$ cat config.mk
export PLATFORM = sky130hd
export DESIGN_NAME = ivp_vector_ctrl
export DESIGN_NICKNAME = d
export VERILOG_FILES = /design/src/common/ivp_pkg.sv /design/src/rtl/ivp_unlock_timer.sv /design/src/rtl/ivp_vec_select.sv /design/src/rtl/ivp_vector_ctrl.sv
export VERILOG_INCLUDE_DIRS = /design/src /design/src/common
export SDC_FILE = /design/constraint.sdc
export NUM_CORES = 1
export LEC_CHECK = 0
export ABC_AREA = 0
export BUFFER_PORTS_ARGS = -buffer_cell sky130_fd_sc_hd__buf_2
export CELL_PAD_IN_SITES_DETAIL_PLACEMENT = 1
export CELL_PAD_IN_SITES_GLOBAL_PLACEMENT = 2
export CORE_AREA = 4 4 138 140
export DETAILED_ROUTE_END_ITERATION = 12
export DIE_AREA = 0 0 142 144
export PLACE_DENSITY_LB_ADDON = 0.08
export SYNTH_ARGS = -nofsm -noshare
export SYNTH_HDL_FRONTEND = slang
export SYNTH_SLANG_ARGS = --single-unit
$ cat constraint.sdc
create_clock -name aclk -period 5.25 [get_ports aclk]
set_clock_uncertainty 0.2 [all_clocks]
set_input_delay 0.7875 -clock aclk [delete_from_list [all_inputs] [get_ports aclk]]
set_output_delay 0.7875 -clock aclk [all_outputs]
set_load 0.01 [all_outputs]
$ cat src/common/ivp_regs.svh
/*
 * Register offsets, field positions, reset values and vector numbers of
 * the interrupt vector placement block.
 * Assumes inclusion by bare name; definitions only.
 */
`ifndef IVP_REGS_SVH
`define IVP_REGS_SVH

// ==========================================================================
// Register byte offsets and decode codes
`define IVP_OFS_CONTROL     32'h0000_0000
`define IVP_OFS_EVT_STATUS  32'h0000_0004
`define IVP_OFS_EVT_MASK    32'h0000_0008
`define IVP_OFS_STATE       32'h0000_000C
`define IVP_OFS_WDT_FLAG    32'h0000_0010
`define IVP_SEL_CONTROL     3'h0
`define IVP_SEL_EVT_STATUS  3'h1
`define IVP_SEL_EVT_MASK    3'h2
`define IVP_SEL_STATE       3'h3
`define IVP_SEL_WDT_FLAG    3'h4
`define IVP_SEL_NONE        3'h7
`define IVP_RESP_OKAY       2'h0
`define IVP_RESP_SLVERR     2'h2

// ==========================================================================
// Control register fields and event bits
`define IVP_CTL_DEBUG_DIS   7
`define IVP_CTL_PULLUP_DIS  4
`define IVP_CTL_SELECT      1
`define IVP_CTL_UNLOCK      0
`define IVP_EVT_EXPIRED     0
`define IVP_EVT_MOVED       1
`define IVP_EVT_WIDTH       2
`define IVP_WDT_FLAG_BIT    0

// ==========================================================================
// Unlock window length in clock cycles
`define IVP_UNLOCK_CYCLES   3'h4
`define IVP_UNLOCK_LAST     3'h1

// ==========================================================================
// Vector numbers, sources and addresses (word addresses)
`define IVP_RESET_ADDR      16'h0000
`define IVP_VEC_FIRST       6'h02
`define IVP_VEC_USB_GEN     6'h0B
`define IVP_VEC_WDT         6'h0D
`define IVP_VEC_LAST        6'h26
`define IVP_VEC_LAST_OFS    16'h004A
`define IVP_VEC_STEP        16'h0002
`define IVP_NUM_SRC         37
`define IVP_SRC_WDT         11
`define IVP_SRC_USB_GEN     10'h200
`define IVP_SRC_LAST        37'h10_0000_0000

// ==========================================================================
// Boot section start per boot size fuse setting (plain defaults)
`define IVP_BOOT_START_SZ0  16'hF000
`define IVP_BOOT_START_SZ1  16'hF800
`define IVP_BOOT_START_SZ2  16'hFC00
`define IVP_BOOT_START_SZ3  16'hFE00

`endif

$ cat src/common/ivp_pkg.sv
/*
 * Types and shared arithmetic of the interrupt vector placement block.
 * Assumes ivp_regs.svh is on the include path.
 */
`include "ivp_regs.svh"

package ivp_pkg;

	// ======================================================================
	// Carriers
	typedef struct packed {
		logic        valid;
		logic [5:0]  num;
		logic [15:0] addr;
	} ivp_vec_type;

	typedef struct packed {
		logic debug_dis;
		logic pullup_dis;
		logic select;
	} ivp_ctl_type;

	// Fuse and lock levels; zero means programmed.
	typedef struct packed {
		logic       boot_reset;
		logic [1:0] boot_size;
		logic       app_lock;
		logic       boot_lock;
	} ivp_fuse_type;

	typedef struct packed {
		logic active;
		logic [2:0] count;
		logic expired;
	} ivp_timer_type;

	typedef struct packed {
		logic awready;
		logic wready;
		logic arready;
		logic aw_held;
		logic [2:0] aw_sel;
		logic w_held;
		logic [7:0] w_data;
		logic w_lane0;
		logic bvalid;
		logic [1:0] bresp;
		logic rvalid;
		logic [1:0] rresp;
		logic [31:0] rdata;
		ivp_ctl_type ctl;
		logic await_instr;
		logic [`IVP_EVT_WIDTH-1:0] evt_status;
		logic [`IVP_EVT_WIDTH-1:0] evt_mask;
		logic irq;
		logic wdt_flag;
		logic blocked;
		ivp_fuse_type fuse_meta;
		ivp_fuse_type fuse_sync;
		logic [15:0] reset_addr;
		logic [15:0] vec_base;
	} ivp_main_type;

	// ======================================================================
	// Start of the boot section for a boot size fuse setting.
	function automatic logic [15:0] ivp_boot_start(input logic [1:0] size);
		case (size)
			2'h0: ivp_boot_start = `IVP_BOOT_START_SZ0;
			2'h1: ivp_boot_start = `IVP_BOOT_START_SZ1;
			2'h2: ivp_boot_start = `IVP_BOOT_START_SZ2;
			default: ivp_boot_start = `IVP_BOOT_START_SZ3;
		endcase
	endfunction : ivp_boot_start

	// Register decode of a bus address.
	function automatic logic [2:0] ivp_decode(input logic [31:0] a);
		case (a)
			`IVP_OFS_CONTROL:    ivp_decode = `IVP_SEL_CONTROL;
			`IVP_OFS_EVT_STATUS: ivp_decode = `IVP_SEL_EVT_STATUS;
			`IVP_OFS_EVT_MASK:   ivp_decode = `IVP_SEL_EVT_MASK;
			`IVP_OFS_STATE:      ivp_decode = `IVP_SEL_STATE;
			`IVP_OFS_WDT_FLAG:   ivp_decode = `IVP_SEL_WDT_FLAG;
			default:             ivp_decode = `IVP_SEL_NONE;
		endcase
	endfunction : ivp_decode

endpackage : ivp_pkg

$ cat src/rtl/ivp_unlock_timer.sv
/*
 * Timed unlock window for the vector table select bit.
 * Assumes start and stop come from logic on aclk.
 */
`timescale 1ns/100ps
`include "ivp_regs.svh"

module ivp_unlock_timer (
	// Clock and reset.
	input  wire logic aclk,
	input  wire logic aresetn,
	// Window control.
	input  wire logic start,
	input  wire logic stop,
	// Window state.
	output      logic active,
	output      logic expired
);

	ivp_pkg::ivp_timer_type st_reg;
	ivp_pkg::ivp_timer_type st_next;

	// ======================================================================
	// Window counter
	// timed self clear.
	always_comb begin
		st_next = st_reg;
		st_next.expired = 1'b0;
		if (start) begin
			st_next.active = 1'b1;
			st_next.count = `IVP_UNLOCK_CYCLES;
		end else if (stop) begin
			st_next.active = 1'b0;
		end else if (st_reg.active) begin
			st_next.count = st_reg.count - 3'h1;
			if (st_reg.count == `IVP_UNLOCK_LAST) begin
				st_next.active = 1'b0;
				st_next.expired = 1'b1;
			end
		end
	end

	// The whole state registers on every edge.
	always_ff @(posedge aclk) begin
		if (!aresetn) begin
			st_reg <= '0;
		end else begin
			st_reg <= st_next;
		end
	end

	assign active  = st_reg.active;
	assign expired = st_reg.expired;
endmodule : ivp_unlock_timer

$ cat src/rtl/ivp_vec_select.sv
/*
 * Picks the pending request with the lowest vector number and forms its
 * program address. Assumes all inputs are on aclk.
 */
`timescale 1ns/100ps
`include "ivp_regs.svh"

module ivp_vec_select (
	// Clock and reset.
	input  wire logic                    aclk,
	input  wire logic                    aresetn,
	// Requests and gating.
	input  wire logic [`IVP_NUM_SRC-1:0] pending,
	input  wire logic                    block,
	input  wire logic [15:0]             base,
	// Selected vector.
	output      ivp_pkg::ivp_vec_type    vec
);

	ivp_pkg::ivp_vec_type st_reg;
	ivp_pkg::ivp_vec_type st_next;

	// Index of the lowest set request bit.
	function automatic logic [5:0] lowest_src(
		input logic [`IVP_NUM_SRC-1:0] req);
		lowest_src = 6'h00;
		for (int i = `IVP_NUM_SRC - 1; i >= 0; i--) begin
			if (req[i]) begin
				lowest_src = 6'(i);
			end
		end
	endfunction : lowest_src

	// ======================================================================
	// Selection
	// lowest number wins.
	always_comb begin
		st_next.valid = (|pending) && !block;
		st_next.num = lowest_src(pending) + `IVP_VEC_FIRST;
		st_next.addr = base + 16'(({10'h000, st_next.num} - 16'h0001)
			* `IVP_VEC_STEP);
	end

	// The whole state registers on every edge.
	always_ff @(posedge aclk) begin
		if (!aresetn) begin
			st_reg <= '0;
		end else begin
			st_reg <= st_next;
		end
	end

	assign vec = st_reg;
endmodule : ivp_vec_select

$ cat src/rtl/ivp_vector_ctrl.sv
/*
 * Reset and interrupt vector placement: control register, timed unlock,
 * interrupt blocking, watchdog flag and vector offer to the core.
 * Assumes an AXI4-Lite master on aclk, a core that pulses instr_done per
 * retired instruction and vec_ack when it enters a vector, and fuse
 * levels that arrive from outside the clock domain.
 */
`timescale 1ns/100ps
`include "ivp_regs.svh"

module ivp_vector_ctrl (
	// Clock and reset.
	input  wire logic                    aclk,
	input  wire logic                    aresetn,
	// AXI4-Lite write channels.
	input  wire logic [31:0]             awaddr,
	input  wire logic                    awvalid,
	output      logic                    awready,
	input  wire logic [31:0]             wdata,
	input  wire logic [3:0]              wstrb,
	input  wire logic                    wvalid,
	output      logic                    wready,
	output      logic [1:0]              bresp,
	output      logic                    bvalid,
	input  wire logic                    bready,
	// AXI4-Lite read channels.
	input  wire logic [31:0]             araddr,
	input  wire logic                    arvalid,
	output      logic                    arready,
	output      logic [31:0]             rdata,
	output      logic [1:0]              rresp,
	output      logic                    rvalid,
	input  wire logic                    rready,
	// Peripheral requests, index 0 is vector 2.
	input  wire logic [`IVP_NUM_SRC-1:0] src_req,
	// Core side.
	input  wire logic                    global_irq_enable,
	input  wire logic                    exec_in_boot,
	input  wire logic                    instr_done,
	input  wire logic                    vec_ack,
	input  wire logic [5:0]              vec_ack_num,
	output      logic                    irq_valid,
	output      logic [5:0]              irq_vector_num,
	output      logic [15:0]             irq_vector_addr,
	output      logic [15:0]             reset_addr,
	output      logic                    intr_blocked,
	// Fuse and lock levels, zero means programmed.
	input  wire logic                    boot_reset_fuse,
	input  wire logic [1:0]              boot_size_fuses,
	input  wire logic                    app_section_lock_bit,
	input  wire logic                    boot_section_lock_bit,
	// Control outputs.
	output      logic                    vector_table_select,
	output      logic                    pullup_disable,
	output      logic                    debug_port_disable,
	output      logic                    irq
);

	// ======================================================================
	// State and internal nets
	ivp_pkg::ivp_main_type            st_reg;
	ivp_pkg::ivp_main_type            st_next;
	ivp_pkg::ivp_vec_type             vec;
	logic                             unlock_active;
	logic                             unlock_expired;
	logic                             start;
	logic                             stop;
	logic                             moved;
	logic                             lock_block;
	logic                             block_now;
	logic [`IVP_NUM_SRC-1:0]          pending;
	logic [2:0]                       rsel;
	logic [7:0]                       ctl_read;

	// ======================================================================
	// Submodules
	ivp_unlock_timer u_timer (
		.aclk    (aclk),
		.aresetn (aresetn),
		.start   (start),
		.stop    (stop),
		.active  (unlock_active),
		.expired (unlock_expired)
	);

	ivp_vec_select u_select (
		.aclk    (aclk),
		.aresetn (aresetn),
		.pending (pending),
		.block   (block_now),
		.base    (st_reg.vec_base),
		.vec     (vec)
	);

	// ======================================================================
	// Next state of the whole block.
	always_comb begin
		st_next = st_reg;
		start = 1'b0;
		stop = 1'b0;
		moved = 1'b0;
		rsel = `IVP_SEL_NONE;

		// Fuse levels pass two flip-flops before use.
		st_next.fuse_meta = '{boot_reset: boot_reset_fuse,
			boot_size: boot_size_fuses,
			app_lock: app_section_lock_bit,
			boot_lock: boot_section_lock_bit};
		st_next.fuse_sync = st_reg.fuse_meta;

		if (st_reg.await_instr && instr_done) begin
			st_next.await_instr = 1'b0;
		end

		if (vec_ack && vec_ack_num == `IVP_VEC_WDT) begin
			st_next.wdt_flag = 1'b0;
		end

		// Write address and data are taken in either order.
		if (awvalid && st_reg.awready) begin
			st_next.aw_held = 1'b1;
			st_next.aw_sel = ivp_pkg::ivp_decode(awaddr);
		end
		if (wvalid && st_reg.wready) begin
			st_next.w_held = 1'b1;
			st_next.w_data = wdata[7:0];
			st_next.w_lane0 = wstrb[0];
		end

		// A held address and data pair performs the write.
		if (st_reg.aw_held && st_reg.w_held && !st_reg.bvalid) begin
			st_next.aw_held = 1'b0;
			st_next.w_held = 1'b0;
			st_next.bvalid = 1'b1;
			st_next.bresp = (st_reg.aw_sel == `IVP_SEL_NONE) ?
				`IVP_RESP_SLVERR : `IVP_RESP_OKAY;
			if (st_reg.w_lane0) begin
				case (st_reg.aw_sel)
					`IVP_SEL_CONTROL: begin
						st_next.ctl.debug_dis =
							st_reg.w_data[`IVP_CTL_DEBUG_DIS];
						st_next.ctl.pullup_dis =
							st_reg.w_data[`IVP_CTL_PULLUP_DIS];
						if (st_reg.w_data[`IVP_CTL_UNLOCK]) begin
							start = 1'b1;
						end else if (unlock_active) begin
							stop = 1'b1;
							moved = 1'b1;
							st_next.ctl.select =
								st_reg.w_data[`IVP_CTL_SELECT];
							st_next.await_instr = 1'b1;
						end
					end
					`IVP_SEL_EVT_STATUS: begin
						st_next.evt_status = st_next.evt_status
							& ~st_reg.w_data[`IVP_EVT_WIDTH-1:0];
					end
					`IVP_SEL_EVT_MASK: begin
						st_next.evt_mask =
							st_reg.w_data[`IVP_EVT_WIDTH-1:0];
					end
					`IVP_SEL_WDT_FLAG: begin
						if (st_reg.w_data[`IVP_WDT_FLAG_BIT]) begin
							st_next.wdt_flag = 1'b0;
						end
					end
					default: begin
						st_next.bresp = st_next.bresp;
					end
				endcase
			end
		end
		if (st_reg.bvalid && bready) begin
			st_next.bvalid = 1'b0;
		end

		// A watchdog time-out sets its flag; set wins over any clear.
		if (src_req[`IVP_SRC_WDT]) begin
			st_next.wdt_flag = 1'b1;
		end

		// Events are sticky and win over a clear in the same cycle.
		if (unlock_expired) begin
			st_next.evt_status[`IVP_EVT_EXPIRED] = 1'b1;
		end
		if (moved) begin
			st_next.evt_status[`IVP_EVT_MOVED] = 1'b1;
		end
		st_next.irq = |(st_reg.evt_status & st_reg.evt_mask);

		// Read channel answers one cycle after the address is taken.
		if (arvalid && st_reg.arready) begin
			rsel = ivp_pkg::ivp_decode(araddr);
			st_next.rvalid = 1'b1;
			st_next.rresp = `IVP_RESP_OKAY;
			case (rsel)
				`IVP_SEL_CONTROL: begin
					st_next.rdata = {24'h00_0000, ctl_read};
				end
				`IVP_SEL_EVT_STATUS: begin
					st_next.rdata = {30'h0000_0000, st_reg.evt_status};
				end
				`IVP_SEL_EVT_MASK: begin
					st_next.rdata = {30'h0000_0000, st_reg.evt_mask};
				end
				`IVP_SEL_STATE: begin
					st_next.rdata = {st_reg.vec_base, 13'h0000,
						st_reg.await_instr, unlock_active, st_reg.blocked};
				end
				`IVP_SEL_WDT_FLAG: begin
					st_next.rdata = {31'h0000_0000, st_reg.wdt_flag};
				end
				default: begin
					st_next.rdata = 32'h0000_0000;
					st_next.rresp = `IVP_RESP_SLVERR;
				end
			endcase
		end
		if (st_reg.rvalid && rready) begin
			st_next.rvalid = 1'b0;
		end

		// Ready stays low while a request is held or answered.
		st_next.awready = !st_next.aw_held && !st_next.bvalid;
		st_next.wready = !st_next.w_held && !st_next.bvalid;
		st_next.arready = !st_next.rvalid;

		st_next.reset_addr = st_reg.fuse_sync.boot_reset ?
			`IVP_RESET_ADDR :
			ivp_pkg::ivp_boot_start(st_reg.fuse_sync.boot_size);
		st_next.vec_base = st_reg.ctl.select ?
			ivp_pkg::ivp_boot_start(st_reg.fuse_sync.boot_size) :
			`IVP_RESET_ADDR;
		st_next.blocked = block_now;
	end

	// ======================================================================
	// Control read value and interrupt gating
	// reserved bits read zero.
	assign ctl_read = {st_reg.ctl.debug_dis, 2'h0, st_reg.ctl.pullup_dis,
		2'h0, st_reg.ctl.select, unlock_active};

	assign lock_block =
		(st_reg.ctl.select && !st_reg.fuse_sync.app_lock
			&& !exec_in_boot)
		|| (!st_reg.ctl.select && !st_reg.fuse_sync.boot_lock
			&& exec_in_boot);

	assign block_now = start || unlock_active || st_reg.await_instr
		|| lock_block || !global_irq_enable;

	always_comb begin
		pending = src_req;
		pending[`IVP_SRC_WDT] = st_reg.wdt_flag;
	end

	// The whole state registers on every edge.
	always_ff @(posedge aclk) begin
		if (!aresetn) begin
			st_reg <= '0;
		end else begin
			st_reg <= st_next;
		end
	end

	// ======================================================================
	// Outputs, all from flip-flops
	assign awready             = st_reg.awready;
	assign wready              = st_reg.wready;
	assign bvalid              = st_reg.bvalid;
	assign bresp               = st_reg.bresp;
	assign arready             = st_reg.arready;
	assign rvalid              = st_reg.rvalid;
	assign rresp               = st_reg.rresp;
	assign rdata               = st_reg.rdata;
	assign irq_valid           = vec.valid;
	assign irq_vector_num      = vec.num;
	assign irq_vector_addr     = vec.addr;
	assign reset_addr          = st_reg.reset_addr;
	assign intr_blocked        = st_reg.blocked;
	assign vector_table_select = st_reg.ctl.select;
	assign pullup_disable      = st_reg.ctl.pullup_dis;
	assign debug_port_disable  = st_reg.ctl.debug_dis;
	assign irq                 = st_reg.irq;
endmodule : ivp_vector_ctrl

==> results of run 1 <==
## metal layers
metal / track usage / up-vias / part of all wire
met5: 0 / - / 0.0019
met4: 0.0439 / 6 / 0.018
met3: 0.0344 / 19 / 0.083
met2: 0.192 / 149 / 0.45
met1: 0.145 / 1751 / 0.45
li1: - / 1900 / -
## logic make-up (layout without fill, tap and decap cells)
group | after synthesis | in the layout | share of synthesized area
other | 1 | 32 | 0.000923
DFF | 81 | 81 | 0.399
muxes | 9 | 9 | 0.0290
adders and majority gates | 10 | 10 | 0.0327
and+or+nand+nor | 207 | 207 | 0.274
buffers and inverters | 86 | 218 | 0.129
xor gates and xnor gates | 5 | 5 | 0.0108
AOI/OAI and AO/OA | 78 | 78 | 0.124
## layout by cell type, fill, tap and decap left out, types with 4 or more instances in the layout
cell type | netlist | final
buf_2 | 0 | 180
dfxtp_1 | 81 | 81
nand2_1 | 32 | 32
clkbuf_16 | 0 | 9
o21ai_0 | 7 | 7
or3_1 | 4 | 4
a21oi_1 | 31 | 31
xnor2_1 | 4 | 4
nor2b_1 | 9 | 9
inv_1 | 21 | 21
nor3_1 | 10 | 10
mux2i_1 | 5 | 5
conb_1 | 1 | 32
nor4_1 | 24 | 24
a22oi_1 | 12 | 12
nand3_1 | 10 | 10
nor2_1 | 57 | 57
ha_1 | 9 | 9
nand4_1 | 5 | 5
nand2b_1 | 6 | 6
and3_1 | 6 | 6
and2_1 | 21 | 21
## cell type report
type                            count  share of cell area
Timing Repair Buffer              180               0.172
Multi-Input combinational cell    341               0.388
Inverter                           22              0.0158
Clock inverter                      4             0.00932
Sequential cell                    81               0.310
Tap cell                          229              0.0547
Clock buffer                       12              0.0509
## path summary, 6_finish.rpt
kind                                             start                     endpoint  slack, ns  cells after the start
worst max-delay path                       src_req[23]  u_select.vec[15]$_SDFF_PN0_       0.67                     17
worst min-delay path            st_next[36]$_SDFF_PN0_        st_reg[36]$_SDFF_PN0_       0.23                      1
worst max register to register  pending[11]$_SDFF_PN0_  u_select.vec[15]$_SDFF_PN0_       1.27                     15
worst min register to register  st_next[36]$_SDFF_PN0_        st_reg[36]$_SDFF_PN0_       0.23                      1
## power breakdown
part | internal [mW] | switching, mW
clock network | 0.407 | 0.246
logic | 0.0708 | 0.0882
registers | 0.635 | 0.0134
## critical path, stage by stage
cell	delay, ns
buf_2	0.11
or3_1	0.43
nor4_1	0.24
o41ai_1	0.16
a22oi_1	0.45
a211oi_1	0.23
ha_1	0.30
xnor2_1	0.32
and2_1	0.21
and3_1	0.26
ha_1	0.20
inv_1	0.06
fa_1	0.40
nor2b_1	0.16
nor3b_1	0.07
nor2_1	0.12
nor2_1	0.06
## through the flow
stage          setup slack, ns  hold slack, ns  cells  power, mW  area [um^2]
3_5_place_dp             0.262           0.222    853      0.823         4920
6_report                 0.672           0.233    869       1.46         5240
5_1_grt                  0.359           0.242    869       1.53         5240
2_1_floorplan             1.13           0.212    508      0.754         4180
4_1_cts                  0.622           0.237    869       1.49         5240
3_3_place_gp             0.324           0.216    853      0.820         4920
## cell usage after synthesis (2+ instances only)
library cell   n  area, um^2
nand2b_1       6        37.5
o31a_1         2        17.5
dfxtp_1       81        1620
nand3b_1       2        15.0
o211ai_1       2        15.0
and2_1        21         131
nand4_1        5        31.3
or4_1          3        22.5
buf_4         54         405
a21o_1         3        22.5
and3_1         6        37.5
o21a_1         2        15.0
nor4bb_1       2        20.0
ha_1           9         113
nor3b_1        2        15.0
clkbuf_1      10        37.5
nand2_1       32         120
o21ai_0        7        35.0
inv_1         21        78.8
xnor2_1        4        35.0
or4_4          2        22.5
nor2_1        57         214
a211oi_1       3        22.5
o21bai_1       3        22.5
nor4_1        24         150
or3_1          4        25.0
a21oi_1       31         155
nor3_1        10        50.1
mux2i_1        5        50.1
a22oi_1       12        90.1
mux4_2         2        45.0
nand3_1       10        50.1
nor2b_1        9        56.3
o31ai_1        2        15.0
==> metrics.md, run 1 <==
| Metric | Value |
|---|---|
| Status | complete, no violations |
| Die ar. | approximately 0.020 mm^2 |
| Vias in the first global route | approximately 3,900 |
| Share of cells above drive strength 1 | 0.330 |
| Cell Area, Synth | a little over 0.004 mm^2 |
| Post-route minimum period | between 4 and 5 ns |
| Synth warn | 0 |
| Core Area | 0.0178 mm^2 |
| Flip-flop and latch area | approximately 0.0016 mm^2 |
| GP Congestion | between 0.7 and 0.8 |
| CTS Hold Bufs | 0 |
| Max reg flops | 24 |
| EDFF count, synth | 0 |
| Min-delay worst type | flip-flop to flip-flop |
| Slew headroom | 0.441 |
| First-pass GRT wire length | roughly 19 mm |
| Final setup vio count | 0 |
| Horiz. Die Dim | 142 um |
| Fin Setup TNS | 0 ns |
| RSZ-0062 raised after global routing | false |
| Req. time, crit path | between 5 and 6 ns |
| Die H | about 140 um |
| Area of the multi-input gates | 0.00203 mm^2 |
| Clock Pin Slew Worst Setup and Hold Paths | around 0.060 ns |
| Grt total ovfl | 0 |
| Final count of hold timing violations | 0 |
| Initial Utilization | 0.228 |
| Post-synth ARST share | 0 |
| Max VDD drop | about 0.13 mV |
| Worst Setup End Kind | flip-flop |
| Worst Tran Pin Value | ~0.84 ns |
| Resized Gates After CTS | 0 |
| Ant. Diodes | 0 |
| Initial antenna violation count | 3 |
| Largest net degree at the start of global routing | 46 |
| Fin nets | roughly 800 |
| CTS Buf Count | 9 |
| CTS Root Cell | clkbuf_16 |
| Rows | 49 |
| Final Cycle Share | 0.872 |
| Startpoint Class | input pin |
| Main flop type after synthesis | dfxtp_1 |
| Worst-skew pair later-pin latency | 0.34 ns |
| FMAX | approximately 220 MHz |
| Pre-antenna DRT Iters | 4 |
| Total Wirelength | 12.3 mm |
| Synth cell types | between 60 and 70 |
| Avg Inst Size Synth | about 8.5 um^2 |
| Final Max Tran Viols | 0 |
| CTS tree | yes |
| Postcts setup bufs | 0 |
| Vias per cell | around 4.4 |
| Leak Pwr | between 2 and 2.5 nW |
| Worst path arrival time | approximately 4.6 ns |
| Power per Cell Area | 279 mW/mm^2 |
| Tot GR Track Use | 0.117 |
| Post-layout util | 0.294 |
| Buffers on Ports | 180 |
| TritonCTS Sinks | 81 |
| Max clock buf depth | 2 |
| Final ANT Viol Nets | 0 |
| Clock H-tree levels | 3 |
| Critical path peak fanout | 5 |
| Max-Cap Viols | 0 |
| Dpl hpwl | around 10 mm |
| DRT iter0 DRCs | 90 |
| Mapped Cells | 477 |
| I/O Pins | 244 |
| Filler cells | 2,182 |
| Seq cells post-synth | 81 |
| Routed length per instance | between 10 and 15 um |
| Area grow syn2layout | 29.0% |
| Sequential cell area fraction in the yosys report | 0.399 |
| Drt drc | 0 |
| Via count | about 3,800 |
| Worst setup path category | input pin to flip-flop |
Power figures use the tool's default switching activity.
==> run 2, diff against run 1 <==
- CELL_PAD_IN_SITES_DETAIL_PLACEMENT: 1 -> 0
- CELL_PAD_IN_SITES_GLOBAL_PLACEMENT: 2 -> 1
- CORE_AREA: 4 4 138 140 -> 4 4 122 124
- DIE_AREA: 0 0 142 144 -> 0 0 126 128
==> run 2 against run 1 <==
Net effect: non-clock buffer count unchanged; sequential cell count unchanged; final cell count decreased by 5.8%; clock power fell by 8.1%; sequential share of layout area is 0.54 points higher; combinational power about the same; global-route usage rose by 1.4 points; critical path depth unchanged; maximum frequency is 0.34% higher; highest routed layer unchanged; clock-buffer cell count decreased by 3.
==> metrics.md, run 2 (synthesized netlist as in run 1, its figures left out) <==
| Metric | Value |
|---|---|
| CTS Buf Count | 9 (unchanged) |
| TritonCTS Sinks | 81 (unchanged) |
| Final count of hold timing violations | 0 (unchanged) |
| CP max stage delay | 0.45 ns (about the same) |
| Critical path peak fanout | 5 (unchanged) |
| Final Cell Area | 0.00515 mm^2 (was 0.00524 mm^2) |
| Slew headroom | 0.442 (was 0.441) |
| Max clock buf depth | 2 (unchanged) |
| Initial antenna violation count | 1 (was 3) |
| Resized Gates After CTS | 0 (unchanged) |
| Dpl hpwl | 8.76 mm (was 10.2 mm) |
| Clock Pin Slew Worst Setup and Hold Paths | 0.06 ns (about the same) |
| Vias per cell | 4.59 (was 4.40) |
| Pre-antenna DRT Iters | 4 (unchanged) |
| Routed length per instance | 13.1 um (was 14.1 um) |
| Hold Path Origin | st_next[36]$_SDFF_PN0_ (unchanged) |
| RSZ-0062 raised after global routing | false (unchanged) |
| Req. time, crit path | 5.24 ns (about the same) |
| CP max stage cell | a22oi_1 (unchanged) |
| Total Wirelength | 10.7 mm (was 12.3 mm) |
| Leak Pwr | 2.39 nW (was 2.42 nW) |
| Dpl cell area | 0.00486 mm^2 (was 0.00492 mm^2) |
| Via count | 3,758 (was 3,825) |
| Core Area | 0.0138 mm^2 (was 0.0178 mm^2) |
| Worst r2r src | pending[11]$_SDFF_PN0_ (unchanged) |
| Postcts setup bufs | 0 (unchanged) |
| CTS tree | yes (unchanged) |
| Horiz. Die Dim | 126 um (was 142 um) |
| Max reg flops | 24 (unchanged) |
| Final ANT Viol Nets | 0 (unchanged) |
| Rows | 43 (was 49) |
| Post-route minimum period | 4.56 ns (was 4.58 ns) |
| Startpoint Class | input pin (unchanged) |
| Fin nets | 804 (unchanged) |
| Max VDD drop | 0.149 mV (was 0.131 mV) |
| Final setup vio count | 0 (unchanged) |
| Clock H-tree levels | 3 (unchanged) |
| First-pass GRT wire length | 17.3 mm (was 19.2 mm) |
| I/O Pins | 244 (unchanged) |
| CTS Root Cell | clkbuf_16 (unchanged) |
| Most frequent cells in the layout | 180 x buf_2, 81 x dfxtp_1, 57 x nor2_1 (unchanged) |
| Post-layout util | 0.374 (was 0.294) |
| Min-delay worst type | flip-flop to flip-flop (unchanged) |
| FMAX | 219 MHz (was 218 MHz) |
| Share of cells above drive strength 1 | 0.328 (was 0.330) |
| Status | complete, no violations (unchanged) |
| Final Cycle Share | 0.869 (was 0.872) |
| Largest net degree at the start of global routing | 46 (unchanged) |
| DRT iter0 DRCs | 115 (was 90) |
| CTS Hold Bufs | 0 (unchanged) |
| Fin Setup TNS | 0 ns (unchanged) |
| Area grow syn2layout | 26.7% (was 29.0%) |
| Max-Cap Viols | 0 (unchanged) |
| Vias in the first global route | 3,665 (was 3,916) |
| Initial Utilization | 0.295 (was 0.228) |
| Buffers on Ports | 180 (unchanged) |
| Overall power | 1.40 mW (was 1.46 mW) |
| Tot GR Track Use | 0.131 (was 0.117) |
| Die H | 128 um (was 144 um) |
| Power per Cell Area | 273 mW/mm^2 (was 279 mW/mm^2) |
| Die ar. | 0.0161 mm^2 (was 0.0204 mm^2) |
| Grt total ovfl | 0 (unchanged) |
| Cell Chain, Critical Path | buf_2 > or3_1 > nor4_1 > o41ai_1 > a22oi_1 > a211oi_1 > ha_1 > xnor2_1 > and2_1 > and3_1 > ha_1 > inv_1 > fa_1 > nor2b_1 > nor3b_1 > nor2_1 > nor2_1 (unchanged) |
| GP Congestion | 0.858 (was 0.771) |
| Worst setup path category | input pin to flip-flop (unchanged) |
| Most common cell after layout, fill and taps aside | buf_2 (unchanged) |
| Worst path arrival time | 4.55 ns (was 4.57 ns) |
| Critical Path Source | src_req[23] (unchanged) |
| Worst Setup End Kind | flip-flop (unchanged) |
| Worst-skew pair later-pin latency | 0.32 ns (was 0.34 ns) |
| Worst Tran Pin Value | 0.836 ns (was 0.838 ns) |
| Drt drc | 0 (unchanged) |
| Final Max Tran Viols | 0 (unchanged) |
[run 2: cell count changes in the layout (fill, tap and decap cells not counted), sizes merged]
| cell | previous run | this run |
|---|---|---|
| clkbuf | 12 | 9 |
| clkinvlp | 0 | 2 |
| diode | 0 | 1 |
| inv | 23 | 22 |
[run 2: worst max-delay path: cells and delay by family]
kind	cells	cell delay, ns
compound gates	3	0.84
simple gates	8	1.54
buf+inv	2	0.18
xor+xnor	1	0.31
fa+ha+maj	3	0.89
[run 2: where the power goes]
part,switching (mW),internal [mW]
Combinational,0.0861,0.0708
Sequential,0.0131,0.635
Clock,0.237,0.362
Total,0.337,1.07
[run 2: routing by layer]
layer | global-route usage | share of wire
met1 | 0.166 | 0.45
met5 | 0 | 0.00065
met4 | 0.0379 | 0.0091
met3 | 0.0479 | 0.10
met2 | 0.210 | 0.44
[run 2: final cells by class]
cell class,count,area (um^2)
Sequential cell,81,1620
Antenna cell,1,2.50
Tap cell,180,225
Clock buffer,9,225
Fill cell,1460,8630
Multi-Input combinational cell,341,2030
Clock inverter,5,58.8
Timing Repair Buffer,180,901
Inverter,22,82.6
[run 2: through the flow]
step | cells | hold slack, ns | setup slack [ns]
6_report | 819 | 0.231 | 0.688
5_1_grt | 818 | 0.242 | 0.305
4_1_cts | 818 | 0.234 | 0.652
3_5_place_dp | 804 | 0.218 | 0.302
3_3_place_gp | 804 | 0.217 | 0.373
2_1_floorplan | 508 | 0.212 | 1.13
[run 2: final timing paths]
path                            slack (ns)                          end  cells past startpoint
worst max register to register        1.28  u_select.vec[13]$_SDFF_PN0_                     15
worst min register to register        0.23        st_reg[36]$_SDFF_PN0_                      1
worst max-delay path                  0.69  u_select.vec[13]$_SDFF_PN0_                     17
worst min-delay path                  0.23        st_reg[36]$_SDFF_PN0_                      1
==> run 3, diff against run 2 <==
- BUFFER_PORTS_ARGS: -buffer_cell sky130_fd_sc_hd__buf_2 -> -buffer_cell sky130_fd_sc_hd__buf_4
==> run 3 against run 2 <==
Net effect: sequential power about the same; via count decreased by 0.93%; critical path type unchanged; cell area is 9.3% higher; worst setup slack improved by 0.078 ns; first-iteration DRC count shrank 0.87%.
==> metrics.md, run 3 (synthesized netlist as in run 1, its figures left out) <==
| Metric | Value |
|---|---|
| Status | complete, no violations (unchanged) |
| Grt met3 use | 0.0479 (unchanged) |
| Total Wirelength | 10.9 mm (was 10.7 mm) |
| Power per Cell Area | 264 mW/mm^2 (was 273 mW/mm^2) |
| Overall power | 1.49 mW (was 1.40 mW) |
| Final Max Tran Viols | 0 (unchanged) |
| Rows | 43 (unchanged) |
| Worst Setup End Kind | flip-flop (unchanged) |
| CTS Buf Count | 9 (unchanged) |
| Req. time, crit path | 5.23 ns (was 5.24 ns) |
| Critical path peak fanout | 5 (unchanged) |
| Post-route minimum period | 4.48 ns (was 4.56 ns) |
| Share of cells above drive strength 1 | 0.327 (was 0.328) |
| Fin Setup TNS | 0 ns (unchanged) |
| Initial Utilization | 0.295 (unchanged) |
| Max reg flops | 24 (unchanged) |
| CTS Hold Bufs | 0 (unchanged) |
| Grt total ovfl | 0 (unchanged) |
| Horiz. Die Dim | 126 um (unchanged) |
| Core Area | 0.0138 mm^2 (unchanged) |
| Worst path arrival time | 4.47 ns (was 4.55 ns) |
| Area grow syn2layout | 38.5% (was 26.7%) |
| Max clock buf depth | 2 (unchanged) |
| Ant. Diodes | 0 (was 1) |
| Min-delay worst type | flip-flop to flip-flop (unchanged) |
| CTS Root Cell | clkbuf_16 (unchanged) |
| Final count of hold timing violations | 0 (unchanged) |
| Post-Place Worst Slack | 0.377 ns (was 0.302 ns) |
| FMAX | 223 MHz (was 219 MHz) |
| Clock H-tree levels | 3 (unchanged) |
| Max VDD drop | 0.138 mV (was 0.149 mV) |
| CP max stage cell | a211oi_1 (was a22oi_1) |
| Final Instance Count excl. Fillers | 820 (was 819) |
| Largest net degree at the start of global routing | 46 (unchanged) |
| Final Cycle Share | 0.854 (was 0.869) |
| Pre-antenna DRT Iters | 6 (was 4) |
| CP max stage delay | 0.52 ns (was 0.45 ns) |
| TritonCTS Sinks | 81 (unchanged) |
| Most common cell after layout, fill and taps aside | buf_4 (was buf_2) |
| CTS tree | yes (unchanged) |
| Die ar. | 0.0161 mm^2 (unchanged) |
| Via count | 3,723 (was 3,758) |
| First-pass GRT wire length | 17.5 mm (was 17.3 mm) |
| I/O Pins | 244 (unchanged) |
| Initial antenna violation count | 0 (was 1) |
| GP Congestion | 0.857 (was 0.858) |
| Leak Pwr | 2.52 nW (was 2.39 nW) |
| Filler cells | 1,414 (was 1,460) |
| Slew headroom | 0.456 (was 0.442) |
| Vias in the first global route | 3,787 (was 3,665) |
| Vias per cell | 4.54 (was 4.59) |
| Startpoint Class | input pin (unchanged) |
| Most frequent cells in the layout | 180 x buf_4, 81 x dfxtp_1, 57 x nor2_1 (was 180 x buf_2, 81 x dfxtp_1, 57 x nor2_1) |
| Dpl cell area | 0.00531 mm^2 (was 0.00486 mm^2) |
| Routed length per instance | 13.3 um (was 13.1 um) |
| Tot GR Track Use | 0.133 (was 0.131) |
| Met1 usage in global routing | 0.164 (was 0.166) |
| Final setup margin | 0.766 ns (was 0.688 ns) |
| DRT iter0 DRCs | 114 (was 115) |
| Met2 Use GR | 0.215 (was 0.210) |
| Worst Tran Pin Value | 0.814 ns (was 0.836 ns) |
| Worst setup path category | input pin to flip-flop (unchanged) |
| Max-Cap Viols | 0 (unchanged) |
| Fin nets | 804 (unchanged) |
| Dpl cells | 804 (unchanged) |
| Final Cell Area | 0.00562 mm^2 (was 0.00515 mm^2) |
| Drt drc | 0 (unchanged) |
| Worst-skew pair later-pin latency | 0.33 ns (was 0.32 ns) |
| Dpl hpwl | 8.93 mm (was 8.76 mm) |
| Busiest grt layer | met2 (unchanged) |
| Postcts setup bufs | 0 (unchanged) |
| Die H | 128 um (unchanged) |
| RSZ-0062 raised after global routing | false (unchanged) |
| Resized Gates After CTS | 0 (unchanged) |
| Cell Chain, Critical Path | buf_4 > o31a_1 > o41ai_1 > a22oi_1 > a211oi_1 > ha_1 > xnor2_1 > and2_1 > and3_1 > ha_1 > inv_1 > fa_1 > nor2b_1 > nor3b_1 > nor2_1 > nor2_1 (was buf_2 > or3_1 > nor4_1 > o41ai_1 > a22oi_1 > a211oi_1 > ha_1 > xnor2_1 > and2_1 > and3_1 > ha_1 > inv_1 > fa_1 > nor2b_1 > nor3b_1 > nor2_1 > nor2_1) |
| Clock Pin Slew Worst Setup and Hold Paths | 0.06 ns (about the same) |
| Buffers on Ports | 180 (unchanged) |
| Final setup vio count | 0 (unchanged) |
| Final ANT Viol Nets | 0 (unchanged) |
run 3: final timing paths:
| kind | startpoint | to | slack [ns] | cells after the start |
|---|---|---|---|---|
| min reg2reg | st_next[34]$_SDFF_PN0_ | st_reg[34]$_SDFF_PN0_ | 0.23 | 1 |
| max reg2reg | pending[11]$_SDFF_PN0_ | u_select.vec[13]$_SDFF_PN0_ | 1.30 | 15 |
| min | st_next[34]$_SDFF_PN0_ | st_reg[34]$_SDFF_PN0_ | 0.23 | 1 |
| max | src_req[33] | u_select.vec[13]$_SDFF_PN0_ | 0.77 | 16 |
run 3: worst max-delay path, delay by kind of cell:
family                     cells  cell delay [ns]
adders and majority gates      3             0.94
buffers and inverters          2             0.18
and+or+nand+nor                6             0.87
xor gates and xnor gates       1             0.21
AOI/OAI and AO/OA              4             1.46
run 3: metrics by stage:
stage / util / hold WS, ns
floorplan: - / 0.212
global placement: 0.386 / 0.217
detailed placement: 0.386 / 0.218
CTS: 0.408 / 0.234
global route: 0.408 / 0.253
finish: 0.408 / 0.230
run 3: per-layer routing:
metal | up-vias | part of all wire
met3 | 9 | 0.099
met4 | 0 | 0.0099
li1 | 1899 | -
met2 | 161 | 0.45
met5 | - | 0
met1 | 1654 | 0.44
run 3: cell type report:
class / count / area [um^2] / area share
clock buffer: 11 / 233 / 0.0414
clock inverter: 5 / 80.1 / 0.0142
inverter: 22 / 82.6 / 0.0147
multi-input combinational: 341 / 2030 / 0.361
sequential: 81 / 1620 / 0.288
tap: 180 / 225 / 0.0400
timing repair buffer: 180 / 1350 / 0.240
run 3: report_power, final:
part | internal (mW) | switching, mW | total [mW]
Clock | 0.416 | 0.233 | 0.649
Sequential | 0.635 | 0.0139 | 0.649
Combinational | 0.104 | 0.0857 | 0.189
Total | 1.15 | 0.333 | 1.49
